## config.mk

```make
export PLATFORM = sky130hd
export DESIGN_NAME = wdtc_top
export DESIGN_NICKNAME = d
export VERILOG_FILES = /design/src/pkg/wdtc_pkg.sv /design/src/wdtc_top.sv /design/src/wdtc_sync.sv /design/src/wdtc_counter.sv
export VERILOG_INCLUDE_DIRS = /design/src /design/src/pkg
export SDC_FILE = /design/constraint.sdc
export NUM_CORES = 1
export LEC_CHECK = 0
export ABC_AREA = 1
export BUFFER_PORTS_ARGS = -buffer_cell sky130_fd_sc_hd__buf_2
export CAP_MARGIN = 5
export CORE_ASPECT_RATIO = 0.75
export CORE_MARGIN = 2
export CORE_UTILIZATION = 47
export DETAILED_ROUTE_END_ITERATION = 10
export PLACE_DENSITY = 0.79
export SLEW_MARGIN = 15
export SYNTH_ARGS = -nofsm -noshare
export SYNTH_HDL_FRONTEND = slang
export SYNTH_HIERARCHICAL = 1
export SYNTH_SLANG_ARGS = --single-unit
```

## constraint.sdc

```tcl
create_clock -name clock_i -period 2.28 [get_ports clock_i]
set_clock_uncertainty 0.1 [all_clocks]
set_input_delay 0.228 -clock clock_i [delete_from_list [all_inputs] [get_ports clock_i]]
set_output_delay 0.228 -clock clock_i [all_outputs]
set_load 0.02 [all_outputs]
```

## src/pkg/wdtc_consts.svh

```systemverilog
// Register map, field positions and service codes of the watchdog control
`ifndef WDTC_CONSTS_SVH
`define WDTC_CONSTS_SVH

// Full register addresses
`define WDTC_CTRL_ADDR 32'h0020_1000
`define WDTC_SVC_ADDR 32'h0020_1004
`define WDTC_STAT_ADDR 32'h0020_1008

// Word index seen on the address bus, bits 11 to 2
`define WDTC_CTRL_IDX 10'h000
`define WDTC_SVC_IDX 10'h001
`define WDTC_STAT_IDX 10'h002

// Control register fields
`define WDTC_HALT_BIT 15
`define WDTC_TOV_MSB 14
`define WDTC_TOV_LSB 8
`define WDTC_IRQSEL_BIT 4
`define WDTC_TESTCLK_BIT 3
`define WDTC_SWR_BIT 2
`define WDTC_WEC_BIT 1
`define WDTC_EN_BIT 0

// Status register fields
`define WDTC_TIRQ_BIT 8
`define WDTC_TIMEOUT_FLAG_BIT 0

// Service sequence codes
`define WDTC_SVC_FIRST 16'h5555
`define WDTC_SVC_SECOND 16'hAAAA

// Reset values
`define WDTC_TOV_RESET 7'h00
`define WDTC_SVC_RESET 16'h0000
`define WDTC_WORD_ZERO 32'h0000_0000

`endif

```

## src/pkg/wdtc_pkg.sv

```systemverilog
// Types shared by the watchdog control design
package wdtc_pkg;

  typedef enum logic [1:0]
  {
    WDTC_IDLE,
    WDTC_COUNT,
    WDTC_EXPIRED
  } wdtc_state_e;

endpackage

```

## src/wdtc_top.sv

```systemverilog
// Watchdog timer control, service and status registers with bus slave
`timescale 1ns/1ps
`include "wdtc_consts.svh"

module wdtc_top #(
  parameter int TOV_W = 7
)
(
  // Clock and global reset
  input wire logic clock_i,
  input wire logic rst_i,
  // System events
  input wire logic fast_interrupt_in_i,
  input wire logic normal_interrupt_n_i,
  // Counter ticks, asynchronous
  input wire logic slow_tick_in_i,
  input wire logic test_tick_in_i,
  // Register bus
  input wire logic module_en_i,
  input wire logic byte_hi_en_i,
  input wire logic byte_lo_en_i,
  input wire logic read_write_dir_i,
  input wire logic [11:2] addr_i,
  input wire logic [31:0] wdata_i,
  output logic [31:0] rdata_o,
  output logic transfer_wait_ack_o,
  output logic transfer_error_ack_o,
  // Time-out actions
  output logic timeout_reset_out_o,
  output logic timeout_irq_out_o,
  output logic soft_reset_enable_o
);

  initial
  begin
    if (TOV_W != `WDTC_TOV_MSB - `WDTC_TOV_LSB + 1)
      $error("wdtc_top: TOV_W must match the time-out field");
  end

  ////////////////////////////////////////////////////////////////////////
  // Declarations

  logic halt_bit;
  logic [TOV_W-1:0] timeout_value;
  logic irq_select;
  logic test_clock_select;
  logic enable_write_control;
  logic dog_enable;
  logic enable_written;
  logic [15:0] service_reg;
  logic service_armed;
  logic timeout_flag;
  logic timeout_irq_flag;
  wdtc_pkg::wdtc_state_e state;
  wdtc_pkg::wdtc_state_e next_state;
  logic [TOV_W-1:0] count;
  logic slow_rise;
  logic test_rise;
  logic tick;
  logic run;
  logic bus_rd;
  logic bus_wr;
  logic sel_ctrl;
  logic sel_svc;
  logic sel_stat;
  logic ctrl_wr_hi;
  logic ctrl_wr_lo;
  logic svc_wr;
  logic svc_good;
  logic en_may_write;
  logic enable_rise;
  logic counter_load;
  logic counter_dec;
  logic timeout_evt;
  logic stat_rd;
  logic irq_event;

  ////////////////////////////////////////////////////////////////////////
  // Helpers

  function automatic logic addr_hit(input logic [11:2] a,
                                    input logic [9:0] idx);
    addr_hit = (a == idx);
  endfunction

  function automatic logic [31:0] read_word(input logic [11:2] a);
    logic [31:0] w;
    w = `WDTC_WORD_ZERO;
    if (addr_hit(a, `WDTC_CTRL_IDX))
    begin
      w[`WDTC_HALT_BIT] = halt_bit;
      w[`WDTC_TOV_MSB:`WDTC_TOV_LSB] = timeout_value;
      w[`WDTC_IRQSEL_BIT] = irq_select;
      w[`WDTC_TESTCLK_BIT] = test_clock_select;
      w[`WDTC_SWR_BIT] = soft_reset_enable_o;
      w[`WDTC_WEC_BIT] = enable_write_control;
      w[`WDTC_EN_BIT] = dog_enable;
    end
    else if (addr_hit(a, `WDTC_SVC_IDX))
      w[15:0] = service_reg;
    else if (addr_hit(a, `WDTC_STAT_IDX))
    begin
      w[`WDTC_TIRQ_BIT] = timeout_irq_flag;
      w[`WDTC_TIMEOUT_FLAG_BIT] = timeout_flag;
    end
    read_word = w;
  endfunction

  ////////////////////////////////////////////////////////////////////////
  // Tick synchronisers

  wdtc_sync u_slow_sync
  (
    .clock_i(clock_i),
    .rst_i(rst_i),
    .async_i(slow_tick_in_i),
    .rise_o(slow_rise)
  );

  // Both ticks stay synchronised so switching source cannot glitch
  wdtc_sync u_test_sync
  (
    .clock_i(clock_i),
    .rst_i(rst_i),
    .async_i(test_tick_in_i),
    .rise_o(test_rise)
  );

  ////////////////////////////////////////////////////////////////////////
  // Bus decode

  always_comb
  begin
    bus_rd = module_en_i && read_write_dir_i;
    bus_wr = module_en_i && !read_write_dir_i;
    sel_ctrl = addr_hit(addr_i, `WDTC_CTRL_IDX);
    sel_svc = addr_hit(addr_i, `WDTC_SVC_IDX);
    sel_stat = addr_hit(addr_i, `WDTC_STAT_IDX);
    ctrl_wr_hi = bus_wr && sel_ctrl && byte_hi_en_i;
    ctrl_wr_lo = bus_wr && sel_ctrl && byte_lo_en_i;
    svc_wr = bus_wr && sel_svc && byte_hi_en_i && byte_lo_en_i;
    svc_good = svc_wr && service_armed
      && wdata_i[15:0] == `WDTC_SVC_SECOND;
    stat_rd = bus_rd && sel_stat;
    en_may_write = enable_write_control || !enable_written;
    enable_rise = ctrl_wr_lo && en_may_write && !dog_enable
      && wdata_i[`WDTC_EN_BIT];
  end

  ////////////////////////////////////////////////////////////////////////
  // Counting conditions

  always_comb
  begin
    tick = test_clock_select ? test_rise : slow_rise;
    run = dog_enable && !halt_bit;
    counter_load = svc_good || enable_rise;
    timeout_evt = state == wdtc_pkg::WDTC_COUNT && run && tick
      && !counter_load && count <= TOV_W'(1);
    counter_dec = state == wdtc_pkg::WDTC_COUNT && run && tick;
    irq_event = timeout_evt && irq_select;
  end

  wdtc_counter #(
    .WIDTH(TOV_W)
  ) u_counter
  (
    .clock_i(clock_i),
    .rst_i(rst_i),
    .load_i(counter_load),
    .value_i(timeout_value),
    .dec_i(counter_dec),
    .count_o(count)
  );

  ////////////////////////////////////////////////////////////////////////
  // Counter state

  always_comb
  begin
    next_state = state;
    unique case (state)
      wdtc_pkg::WDTC_IDLE:
      begin
        if (counter_load)
          next_state = wdtc_pkg::WDTC_COUNT;
      end
      wdtc_pkg::WDTC_COUNT:
      begin
        if (timeout_evt)
          next_state = wdtc_pkg::WDTC_EXPIRED;
      end
      wdtc_pkg::WDTC_EXPIRED:
      begin
        if (counter_load)
          next_state = wdtc_pkg::WDTC_COUNT;
      end
      default:
        next_state = wdtc_pkg::WDTC_IDLE;
    endcase
    if (!dog_enable && !enable_rise)
      next_state = wdtc_pkg::WDTC_IDLE;
  end

  always_ff @(posedge clock_i or posedge rst_i)
  begin
    if (rst_i)
      state <= wdtc_pkg::WDTC_IDLE;
    else
      state <= next_state;
  end

  ////////////////////////////////////////////////////////////////////////
  // Control register, upper lane

  always_ff @(posedge clock_i or posedge rst_i)
  begin
    if (rst_i)
    begin
      halt_bit <= 1'b0;
      timeout_value <= `WDTC_TOV_RESET;
    end
    else
    begin
      if (ctrl_wr_hi)
      begin
        halt_bit <= wdata_i[`WDTC_HALT_BIT];
        timeout_value <= wdata_i[`WDTC_TOV_MSB:`WDTC_TOV_LSB];
      end
      // System events release the halt over any software write
      if (fast_interrupt_in_i || !normal_interrupt_n_i)
        halt_bit <= 1'b0;
    end
  end

  ////////////////////////////////////////////////////////////////////////
  // Control register, lower lane

  always_ff @(posedge clock_i or posedge rst_i)
  begin
    if (rst_i)
    begin
      irq_select <= 1'b0;
      test_clock_select <= 1'b0;
      soft_reset_enable_o <= 1'b0;
      enable_write_control <= 1'b0;
    end
    else if (ctrl_wr_lo)
    begin
      irq_select <= wdata_i[`WDTC_IRQSEL_BIT];
      test_clock_select <= wdata_i[`WDTC_TESTCLK_BIT];
      soft_reset_enable_o <= wdata_i[`WDTC_SWR_BIT];
      enable_write_control <= wdata_i[`WDTC_WEC_BIT];
    end
  end

  // Protection uses the control bit as it stood before this write
  always_ff @(posedge clock_i or posedge rst_i)
  begin
    if (rst_i)
    begin
      dog_enable <= 1'b0;
      enable_written <= 1'b0;
    end
    else if (ctrl_wr_lo && en_may_write)
    begin
      dog_enable <= wdata_i[`WDTC_EN_BIT];
      enable_written <= 1'b1;
    end
  end

  ////////////////////////////////////////////////////////////////////////
  // Service register and sequence

  always_ff @(posedge clock_i or posedge rst_i)
  begin
    if (rst_i)
    begin
      service_reg <= `WDTC_SVC_RESET;
      service_armed <= 1'b0;
    end
    else if (svc_wr)
    begin
      service_reg <= wdata_i[15:0];
      service_armed <= wdata_i[15:0] == `WDTC_SVC_FIRST;
    end
  end

  ////////////////////////////////////////////////////////////////////////
  // Status flags and time-out outputs

  // A time-out in the cycle of a status read stays set
  always_ff @(posedge clock_i or posedge rst_i)
  begin
    if (rst_i)
    begin
      timeout_flag <= 1'b0;
      timeout_irq_flag <= 1'b0;
    end
    else
    begin
      if (timeout_evt)
        timeout_flag <= 1'b1;
      else if (stat_rd)
        timeout_flag <= 1'b0;
      if (irq_event)
        timeout_irq_flag <= 1'b1;
      else if (stat_rd)
        timeout_irq_flag <= 1'b0;
    end
  end

  always_ff @(posedge clock_i or posedge rst_i)
  begin
    if (rst_i)
    begin
      timeout_reset_out_o <= 1'b0;
      timeout_irq_out_o <= 1'b0;
    end
    else
    begin
      timeout_reset_out_o <= timeout_evt && !irq_select;
      if (irq_event)
        timeout_irq_out_o <= 1'b1;
      else if (stat_rd)
        timeout_irq_out_o <= 1'b0;
    end
  end

  ////////////////////////////////////////////////////////////////////////
  // Bus answers

  // No wait states: read data and error ack are registered and appear the cycle after select
  always_ff @(posedge clock_i or posedge rst_i)
  begin
    if (rst_i)
    begin
      rdata_o <= `WDTC_WORD_ZERO;
      transfer_wait_ack_o <= 1'b0;
      transfer_error_ack_o <= 1'b0;
    end
    else
    begin
      transfer_wait_ack_o <= 1'b0;
      transfer_error_ack_o <= module_en_i
        && !(sel_ctrl || sel_svc || sel_stat);
      if (bus_rd)
        rdata_o <= read_word(addr_i);
    end
  end

endmodule // wdtc_top

```

## src/wdtc_sync.sv

```systemverilog
// Three-stage synchroniser with agreement filter and rise detect
`timescale 1ns/1ps

module wdtc_sync
(
  // Clock and reset
  input wire logic clock_i,
  input wire logic rst_i,
  // Asynchronous level in, one-cycle rise out
  input wire logic async_i,
  output logic rise_o
);

  logic stage1;
  logic stage2;
  logic stage3;
  logic level;

  // First stage feeds only the second
  always_ff @(posedge clock_i or posedge rst_i)
  begin
    if (rst_i)
    begin
      stage1 <= 1'b0;
      stage2 <= 1'b0;
      stage3 <= 1'b0;
    end
    else
    begin
      stage1 <= async_i;
      stage2 <= stage1;
      stage3 <= stage2;
    end
  end

  // A change counts once stages two and three agree
  always_ff @(posedge clock_i or posedge rst_i)
  begin
    if (rst_i)
    begin
      level <= 1'b0;
      rise_o <= 1'b0;
    end
    else
    begin
      rise_o <= 1'b0;
      if (stage2 == stage3)
      begin
        level <= stage3;
        rise_o <= stage3 && !level;
      end
    end
  end

endmodule // wdtc_sync

```

## src/wdtc_counter.sv

```systemverilog
// Down counter with parallel load
`timescale 1ns/1ps

module wdtc_counter #(
  parameter int WIDTH = 7
)
(
  // Clock and reset
  input wire logic clock_i,
  input wire logic rst_i,
  // Control
  input wire logic load_i,
  input wire logic [WIDTH-1:0] value_i,
  input wire logic dec_i,
  // State
  output logic [WIDTH-1:0] count_o
);

  initial
  begin
    if (WIDTH < 1 || WIDTH > 16)
      $error("wdtc_counter: WIDTH out of range");
  end

  // Load takes priority so a service never loses to a tick
  always_ff @(posedge clock_i or posedge rst_i)
  begin
    if (rst_i)
      count_o <= '0;
    else if (load_i)
      count_o <= value_i;
    else if (dec_i && count_o != '0)
      count_o <= count_o - WIDTH'(1);
  end

endmodule // wdtc_counter

```

# == Yosys cells after proc, flatten, opt, wreduce, memory -nomap -nowiden ==
# Cells that the tools add are included.
# classes
addsub,1
n_lt_le_gt_ge,1
eq_ne,10
muxes,23
reduce_logical,51
# op_table
op,count
$mux W7,4
$logic_and A1 B1 Y1,26
$eq A16 B15 Y1 const B,1
$eq A16 B16 Y1 const B,1
$mux W1,12
$logic_not A1 Y1,11
$eq A10 B1 Y1 const B,1
$eq A10 B2 Y1 const B,1
$logic_not A10 Y1,1
$mux W8,1
$reduce_bool A2 Y1,4
$le A7 B1 Y1 const B,1
$reduce_bool A7 Y1,1
$sub A7 B1 Y7 const B,1
$mux W2,3
$logic_or A1 B1 Y1,5
$mux W5,1
$pmux W2 S2,1
$mux W3,1
$ne A3 B1 Y1 const B,1
$ne A3 B2 Y1 const B,1
$eq A1 B1 Y1,2
$eq A2 B1 Y1 const B,1
$eq A2 B2 Y1 const B,1
other kinds (3),3
# word_totals
reg_bits,70
out_inout_bits,37
wordCells,113

# == Longest topological paths before layout ==
# Gate-level depths: netlist of the first run.
# logic_depth
word_depth,14
mapped_depth,13

# == Hierarchy ==
# The synthesis of the first run kept the hierarchy.
# modules_own_cells
mod,n_inst,cells_per_inst,area_each_um2
wdtc_top,1,302,2576.2
wdtc_counter,1,74,480.5
wdtc_sync,2,11,148.9

# == Worst setup path before layout of the first run ==
# OpenSTA, ideal clock, no wires.
# synth_path
path_type,input to register
start,input addr_i[11] (netlist name)
end,register u_counter.count_o[2]
setup_time_ns,0.121
t_arrival_ns,1.520
t_required_ns,2.059
slack_ns,0.539
cell_stages,13
path_buffers,1
cell_sequence,nor2_2 nand2_1 nor2_4 nand2_4 nor3_4 nand2_1 nand2_1 buf_4 clkinv_2 nor2_1 a31oi_1 nand2_1 o21ai_1
# synth_via
elab_chain_cells,8
# synth_lines
element,line_no,text
start: declaration,wdtc_top.sv:23,"input wire logic [11:2] addr_i,"
$eq A10 B1 Y1 / $logic_not A10 Y1 (equally long branches),wdtc_top.sv:83,addr_hit = (a == idx);
"$logic_and A1 B1 Y1, on equally long branches (2 in a row)","wdtc_top.sv:141, wdtc_top.sv:140",
"$logic_and A1 B1 Y1, on equally long branches","wdtc_top.sv:141, wdtc_top.sv:146",
"$logic_and A1 B1 Y1, on equally long branches","wdtc_top.sv:142, wdtc_top.sv:146",
"$logic_and A1 B1 Y1, on equally long branches",--,
$logic_or A1 B1 Y1 (*),wdtc_top.sv:157,counter_load = svc_good || enable_rise;
net counter_load,wdtc_top.sv:72,logic counter_load;
$mux W7 / $reduce_bool A2 Y1 (equally long branches),--,
end signal: assignment,wdtc_counter.sv:31,count_o <= value_i;
end signal: assignment,wdtc_counter.sv:33,count_o <= count_o - WIDTH'(1);
end: declaration,wdtc_counter.sv:16,output logic [WIDTH-1:0] count_o
# Mark *: on every way through the listed nets, which the timed path passes. The rest lies on a longest branch.
# A chain may end at the register's enable or synchronous reset.

# == Worst setup path in the final report of the first run ==
# layout_path
start,input wdata_i[4]
end,register u_counter.count_o[2]
# layout_via
elab_chain_cells,4
# layout_lines
element,line_no,text
start: declaration,wdtc_top.sv:24,"input wire logic [31:0] wdata_i,"
$eq A16 B16 Y1 (no line) (*),--,
$logic_and A1 B1 Y1 (no line) (*),--,
$logic_or A1 B1 Y1 (*),wdtc_top.sv:157,
net counter_load,wdtc_top.sv:72,
$mux W7 / $reduce_bool A2 Y1 (equally long branches),--,
# Marks and branches as above.

==> results.yml, run 1 <==
setup_path:
  r2r_cells: 9
  crit_path_start_kind: "input pin"
  worstPathMaxFanout: 8
  worstSetupPathType: "input pin to flop"
  arrival_ps: 1880
  endpoint_kind: "flop"
  crit_required_ps: 2420
logic_synthesis:
  synth_top_cell_area_share_pct: 52.2
  synth_cell_type_count: 36
  yosysMostFrequentCell: "nand2_1"
  yosys.area.top_type: "dfrtp_1"
  synth_common_cells: "nand2_1, dfrtp_1, inv_1"
  ys_async_sr_fraction_pct: 100
  synthFlopType: "dfrtp_1"
  netlist_area_sq_um: 3350
  synthCells: 398
  ys_seq_area_share_pct: 52.2
  ys_ff_latch: 70
  yosys-top-cells-area: "dfrtp_1, nand2_1, inv_1"
  syn-mean-instance-area_sq_um: 8.43
  synth_edf_count: 0
  yosys_warnings: 6
pwr:
  peakVddDrop_uv: 380
  leakagePower_nw: 2.05
  p_per_area_nw_per_um2: 623
clock_tree:
  post_cts_resized: 0
  cts.sink_count: 70
  insertion_delay_ps: 360
  cts_made_buffers: 9
  clockRootBuffer: "clkbuf_8"
  clkSlewWorstSetupHoldPaths_ps: 80
  h-tree-depth: 3
  cts_tree: "done"
  clk_path_buf_depth: 2
floorplan:
  start_util_pct: 48.9
  chipHeight_um: 77.2
  ioPinCount: 89
  coreArea_sq_um: 6860
  dieArea_sq_um: 7840
  die_w_um: 102
  rows: 26
detailed_routing:
  via_count: 2778
  drc_errors: 0
  wire_per_inst_um: 12.8
  drtAntennaViolNets: 0
  routed_via_density: 4.89
  first_pass_iters: 4
  drtIter0Drc: 190
  drt_wl_total_um: 7290
grt:
  grt_use_total_pct: 20.1
  gr-usage-met3_pct: 5.29
  antenna_found_initial: 0
  met1_usage_pct: 28.4
  gr-usage-met2_pct: 29.7
  grt_most_used_layer: "met2"
  grt_pass1_wl_um: 12000
  grt-ovfl-total: 0
  grt_pass1_vias: 2527
  grt_max_degree: 54
layout:
  multi_input_area_sq_um: 1240
  fin_nets: 518
  fill_cells: 626
  seqCellArea_sq_um: 1750
  drive_gt1_share_pct: 20.0
  n_antenna_cell: 0
  areaGrowthSynthToFinish_pct: 16.3
timing:
  setup-violations-final: 0
  finalMaxSlewViolations: 0
  final.min_clock_period_ps: 1740
  final.setup.tns_ps: 0
  fin_ws_ps: 541
  finalCritPeriodShare_pct: 76.3
  finalHoldViolCount: 0
  rsz0062_at_grt: "false"
  max_freq_ghz: 0.575
place:
  dp_hpwl_um: 5350
  pre_cts_ws_ps: 404
  place.gp.congestion: 0.928
  port_buffers: 55
worst_hold_path:
  min_path_cells: 3
  min-delay-path-class: "input pin to flop"
run:
  drv_cap: 0
status:
  outcome: "completed"
worst max-delay path, stage by stage:
cell and delay (ps):
dlygate4sd3_1 530, buf_2 130, nor2_1 90, nand4_1 70
nor2_1 120, nand2_1 100, nand2_1 120, clkinv_2 140
nor2_1 150, a31oi_1 60, nand2_1 70, o21ai_1 60
placed cells by master (no fill, tap or decap), drive strengths merged, types with 6 or more instances in the layout:
cell type / Yosys / routed
inv: 57 / 58
nor3: 6 / 6
nor2: 52 / 52
a221oi: 10 / 10
nand4: 6 / 6
nand2: 96 / 96
o21ai: 36 / 36
clkbuf: 3 / 11
nand3: 15 / 15
buf: 24 / 62
conb: 1 / 17
dfrtp: 70 / 70
path summary, 6_finish.rpt:
path	start	endpoint	slack, ps
max	wdata_i[4]	u_counter/count_o[2]	540
min	normal_interrupt_n_i	halt_bit	20
max reg2reg	u_counter/count_o[0]	u_counter/count_o[3]	640
min reg2reg	u_slow_sync/stage1	u_slow_sync/stage2	250
max in group asynchronous	rst_i	timeout_value[5]	1470
min in group asynchronous	rst_i	u_slow_sync/rise_o	240
metal layers:
layer / up-vias / wire, um
met5: - / 0
met4: 0 / 98
met3: 9 / 431
met2: 75 / 3300
met1: 1321 / 3460
li1: 1373 / -
stage by stage:
stage | total power (W) | util [%] | std cells | area [sq um] | hold slack (ps)
final | 0.00243 | 56.9 | 568 | 3900 | 17.5
after CTS | 0.00246 | 56.9 | 568 | 3900 | 7.23
after floorplan | 0.00148 | - | 414 | 3410 | -93.5
after detailed placement | 0.00155 | 53.6 | 547 | 3680 | 66.3
after global routing | 0.00253 | 56.9 | 568 | 3900 | 11.3
after global placement | 0.00154 | 53.6 | 547 | 3680 | 64.8
power by group:
group / leakage, nW / internal [W] / switching (W)
Clock: 0.0857 / 0.000424 / 0.000480
Sequential: 0.894 / 0.00128 / 0.0000169
Combinational: 1.07 / 0.0000755 / 0.000157
area by class of cell:
type / count / share of cell area (%)
flip-flops and latches: 70 / 44.9
multi-input cells: 259 / 31.9
well taps: 98 / 3.14
clock buffers: 11 / 3.62
repair buffers: 67 / 10.0
inverters: 58 / 5.61
clock inverters: 5 / 0.866
cell families (layout without fill, tap and decap cells):
| family | count (synthesis) | in the layout | share of synthesized area (%) |
|---|---|---|---|
| adders and majority gates | 1 | 1 | 0.373 |
| DFF | 70 | 70 | 52.2 |
| other | 1 | 17 | 0.112 |
| and+or+nand+nor | 181 | 181 | 24.0 |
| buffers and inverters | 85 | 141 | 12.5 |
| muxes | 1 | 1 | 0.336 |
| AOI/OAI and AO/OA | 59 | 59 | 10.5 |
repair_timing:
item                       4_1_cts  5_1_grt
setup endpoints to repair        0        0
hold endpoints to repair        74        0
hold buffers                     5        0
buffers inserted                 0        0
Note: power is estimated with default switching activity, not from simulation.
==> run 2, diff against run 1 <==
clock period = 1.7 ns   (was 2.28 ns; I/O delays follow)
==> run 2 against run 1 <==
Flip-flop and latch count is the same. Power increased by 33%. Die area unchanged. Critical path depth is 1 lower. Register-to-register slack got worse by 490 ps. Critical path type unchanged. Largest power group unchanged.
==> results.yml, run 2 (synthesis results as in run 1) <==
grt:
  grt_pass1_vias: 2828
  grt_pass1_wl_um: 13000
  grt_max_degree: 54
  grt-ovfl-total: 0
  grt_use_total_pct: 21.5
  antenna_found_initial: 0
pwr:
  peakVddDrop_uv: 396
  p_per_area_nw_per_um2: 796
  leakagePower_nw: 2.13
  p_total_w: 0.00324
layout:
  mostFrequentLayoutCell: "nand2_1"
  drive_gt1_share_pct: 21.3
  areaGrowthSynthToFinish_pct: 21.4
  fin_nets: 538
  final_cell_mix: "nand2_1, dfrtp_1, buf_2"
  n_antenna_cell: 0
timing:
  max_freq_ghz: 0.629
  final.setup.tns_ps: 0
  finalCritPeriodShare_pct: 93.5
  final.min_clock_period_ps: 1590
  setup-violations-final: 0
  finalMaxSlewViolations: 0
  finalHoldViolCount: 0
  rsz0062_at_grt: "false"
detailed_routing:
  drt_wl_total_um: 7660
  first_pass_iters: 4
  via_count: 2898
  drtAntennaViolNets: 0
  drc_errors: 0
  wire_per_inst_um: 13.0
  routed_via_density: 4.94
  drtIter0Drc: 128
setup_path:
  crit_path_start_kind: "input pin"
  worstPathCellList: "dlygate4sd3_1 -> buf_2 -> nand4_1 -> nor2_1 -> nand2_1 -> nand2_2 -> buf_4 -> nand2_1 -> o21ai_0 -> nand2_1 -> o21ai_1"
  cp.depth: 11
  r2r_cells: 9
  endpoint: "u_counter/count_o[1]"
  critPathBufInv: 3
  reg2reg_from: "u_counter/count_o[1]"
  arrival_ps: 1770
  r2r_end: "u_counter/count_o[4]"
  cp-startpoint: "wdata_i[15]"
  r2r_setup_slack_ps: 150
  worstSetupPathType: "input pin to flop"
  worstPathMaxFanout: 8
  crit_path_max_incr_delay_ps: 520
  cp_slowest_cell: "dlygate4sd3_1"
  crit_required_ps: 1880
  crit_family: "buffers and inverters"
  path_common_cell: "nand2_1"
  endpoint_kind: "flop"
clock_tree:
  cts_made_buffers: 9
  insertion_delay_ps: 360
  clockRootBuffer: "clkbuf_8"
  cts_tree: "done"
  h-tree-depth: 3
  clkSlewWorstSetupHoldPaths_ps: 80
  cts.sink_count: 70
  clk_path_buf_depth: 2
  cts_setup_buffers: 0
floorplan:
  dieArea_sq_um: 7840
  coreArea_sq_um: 6860
  rows: 26
  die_w_um: 102
  chipHeight_um: 77.2
  ioPinCount: 89
  start_util_pct: 48.9
place:
  dp_hpwl_um: 5590
  place.gp.congestion: 0.884
  port_buffers: 55
status:
  outcome: "completed"
run:
  drv_cap: 0
worst_hold_path:
  hold_start: "wdata_i[7]"
  min-delay-path-class: "input pin to flop"
## run 2: changes by cell type in the layout (fill, tap and decap cells not counted)
cell / before / now
buf_4: 6 / 15
clkbuf_1: 1 / 0
clkbuf_8: 10 / 9
nand2_2: 2 / 3
inv_4: 0 / 1
dlygate4sd3_1: 5 / 16
nand2_1: 92 / 91
## run 2: layer usage
layer  track usage [%]  routed length (um)  up-vias
met2              32.8                3570      117
met5                 0                   0        -
met1              29.3                3250     1361
met4              5.81                  59        0
met3              7.29                 782        8
li1                  -                   -     1412
## run 2: where the power goes
| part | internal [W] | switching (W) | leakage, nW | total, W |
|---|---|---|---|---|
| Combinational | 0.000123 | 0.000218 | 1.16 | 0.000341 |
| Sequential | 0.00171 | 0.0000230 | 0.894 | 0.00174 |
| Clock | 0.000517 | 0.000647 | 0.0813 | 0.00116 |
## run 2: area by class of cell
type	instances	area [sq um]
inverters	58	220
well taps	98	123
clock inverters	6	38.8
clock buffers	9	124
multi-input cells	259	1250
repair buffers	87	568
flip-flops and latches	70	1750
fillers	575	2790
## run 2: worst min path at each step
stage	slack, ps	cells after the start	endpoint
final	10	3	service_reg[7]
after global routing	3	3	service_reg[13]
after CTS	2	3	service_reg[7]
after detailed placement	8	2	u_slow_sync/stage1
after global placement	6	2	u_slow_sync/stage2
after floorplan	-150	1	u_slow_sync/level
## run 2: tightest hold or removal path: cells and delay by family
family	cells	cell delay [ps]
and+or+nand+nor	1	50
buffers and inverters	1	130
AOI/OAI and AO/OA	1	80
## run 2: stage by stage
| stage | setup WS, ps | cells | area, sq um | hold slack, ps | util, % |
|---|---|---|---|---|---|
| after floorplan | 17.5 | 414 | 3410 | -151 | - |
| after global placement | -18.8 | 556 | 3740 | 6.12 | 54.6 |
| after detailed placement | -71.8 | 556 | 3740 | 8.35 | 54.6 |
| after CTS | 63.6 | 587 | 4070 | 1.80 | 59.3 |
| after global routing | 13.8 | 587 | 4070 | 3.04 | 59.3 |
| final | 111 | 587 | 4070 | 13.7 | 59.3 |
## run 2: timing repair
action | 4_1_cts | 5_1_grt
hold endpoints to repair | 84 | 0
setup endpoints to repair | 0 | 3
hold buffers | 16 | 0
gates resized for setup | 0 | 2
==> run 3, diff against run 2 <==
CORE_ASPECT_RATIO = 1.1   (was 0.75)
==> run 3 against run 2 <==
Fmax rose by 0.48%. Sequential power barely moved. Clock power rose by 17%. Hold slack improved by 0.67 ps. Worst setup slack improved by 7.6 ps. Register-to-register slack got worse by 30 ps. Non-clock buffer count fell by 3.
==> results.yml, run 3 (synthesis results as in run 1) <==
status:
  outcome: "completed"
detailed_routing:
  drtIter0Drc: 225
  drtAntennaViolNets: 0
  wire_per_inst_um: 13.7
  first_pass_iters: 5
  via_count: 2956
  drt_wl_total_um: 7840
  drc_errors: 0
  routed_via_density: 5.17
pwr:
  pwr-share-comb_pct: 9.8
  p_per_area_nw_per_um2: 834
  sw_frac_of_total_pct: 25.8
  internal-power_w: 0.00255
  clockPowerShare_pct: 39.6
  pwr-share-seq_pct: 50.6
  peakVddDrop_uv: 723
  leakagePower_nw: 2.16
  netSwitchingPower_w: 0.000885
floorplan:
  ioPinCount: 89
  die_w_um: 84.6
  coreArea_sq_um: 6970
  chipHeight_um: 92.6
  start_util_pct: 48.2
  rows: 32
  dieArea_sq_um: 7830
layout:
  final_cell_mix: "nand2_1, dfrtp_1, inv_1"
  fin_nets: 535
  areaGrowthSynthToFinish_pct: 22.7
  drive_gt1_share_pct: 22.2
  fill_cells: 622
  stdcell_count: 572
  fin_util_pct: 59.1
  fin_area_sq_um: 4120
  mostFrequentLayoutCell: "nand2_1"
  n_antenna_cell: 0
grt:
  antenna_found_initial: 0
  grt_pass1_wl_um: 12800
  grt_pass1_vias: 2855
  grt_use_total_pct: 20.8
  grt_max_degree: 54
  grt-ovfl-total: 0
place:
  place.gp.congestion: 0.913
  placed_area_sq_um: 3730
  dp_hpwl_um: 5560
  dp_cells: 543
  port_buffers: 55
  pre_cts_ws_ps: -42.1
run:
  drv_cap: 0
clock_tree:
  h-tree-depth: 3
  cts_made_buffers: 9
  clk_path_buf_depth: 2
  cts.sink_count: 70
  clockRootBuffer: "clkbuf_8"
  clkSlewWorstSetupHoldPaths_ps: 70
  cts_tree: "done"
  insertion_delay_ps: 350
worst_hold_path:
  min-delay-path-class: "input pin to flop"
setup_path:
  crit_path_max_incr_delay_ps: 390
  worstPathMaxFanout: 10
  cp_slowest_cell: "dfrtp_1"
  crit_path_start_kind: "flop"
  endpoint_kind: "flop"
  path_common_cell: "nand2_1"
  worstSetupPathType: "flop to flop"
  arrival_ps: 1720
  r2r_setup_slack_ps: 120
  crit_required_ps: 1840
  worstPathCellList: "inv_1 -> ha_1 -> nand2_1 -> nor2_1 -> nand2_1 -> nand2_2 -> nand2_4 -> nand2_1 -> o21ai_1"
timing:
  rsz0062_at_grt: "false"
  finalCritPeriodShare_pct: 93.0
  finalMaxSlewViolations: 0
  relSlewSlack_pct: 63.8
  fin_ws_ps: 118
  whs_ps: 14.4
  max_freq_ghz: 0.632
  finalHoldViolCount: 0
  setup-violations-final: 0
  final.min_clock_period_ps: 1580
  worst_pin_slew_ps: 543
==> run 3: cell types whose count changed in the layout (fill, tap and decap cells not counted), moves of 2 or more <==
cell and delta:
buf_6 +2, dlymetal6s4s_1 +2, buf_2 -2, nor2_1 -3, clkinv_4 +2, dlygate4sd3_1 -4, nor2_2 +2, clkinv_2 -2
==> run 3: area by class of cell <==
cell class              count  area (sq um)  area share, %
well taps                  85           106           2.58
clock inverters             5          58.8           1.43
repair buffers             84           558           13.6
clock buffers              11           141           3.43
multi-input cells         259          1280           31.0
inverters                  58           223           5.41
flip-flops and latches     70          1750           42.6
==> run 3: what timing repair did <==
item,in CTS,in global routing
resized for setup,0,15
hold buffers,14,0
setup endpoints to repair,0,8
setup buffers,0,0
endpoints found under the hold margin,82,0
==> run 3: layer usage <==
layer / vias up / share of wire [%] / GRT usage, %
met1: 1409 / 43 / 26.2
li1: 1407 / - / -
met5: - / 0 / 0
met3: 19 / 6.7 / 4.28
met4: 0 / 2.2 / 9.66
met2: 121 / 48 / 34.3
==> run 3: worst max-delay path, delay by kind of cell, from the launching register on <==
kind                     cells  cell delay, ps
adder cells (fa/ha/maj)      1             240
AND/OR/NAND/NOR              6             620
AO/OA/AOI/OAI                1              60
buffers and inverters        1              80
flip-flops                   1             390
==> run 3: metrics by stage <==
step	setup TNS (ps)	power, W
after floorplan	0	0.00198
after global placement	0	0.00207
after detailed placement	-58.8	0.00208
after CTS	0	0.00346
after global routing	0	0.00356
final	0	0.00343
==> run 3: worst paths after layout <==
kind	startpoint	to	cells past startpoint
min in group asynchronous	rst_i	u_test_sync/stage1	3
min reg2reg	u_slow_sync/stage1	u_slow_sync/stage2	0
max	u_counter/count_o[1]	u_counter/count_o[3]	9
min	wdata_i[2]	service_reg[2]	3
max in group asynchronous	rst_i	timeout_value[3]	4
max reg2reg	u_counter/count_o[1]	u_counter/count_o[3]	9
==> run 3: power by group through the flow <==
stage,sequential [W],clock [W],combinational (W)
5_1_grt,0.00174,0.00145,0.000371
4_1_cts,0.00174,0.00138,0.000338
3_3_place_gp,0.00177,0,0.000305
3_5_place_dp,0.00177,0,0.000312
6_report,0.00174,0.00136,0.000337
2_1_floorplan,0.00181,0,0.000173
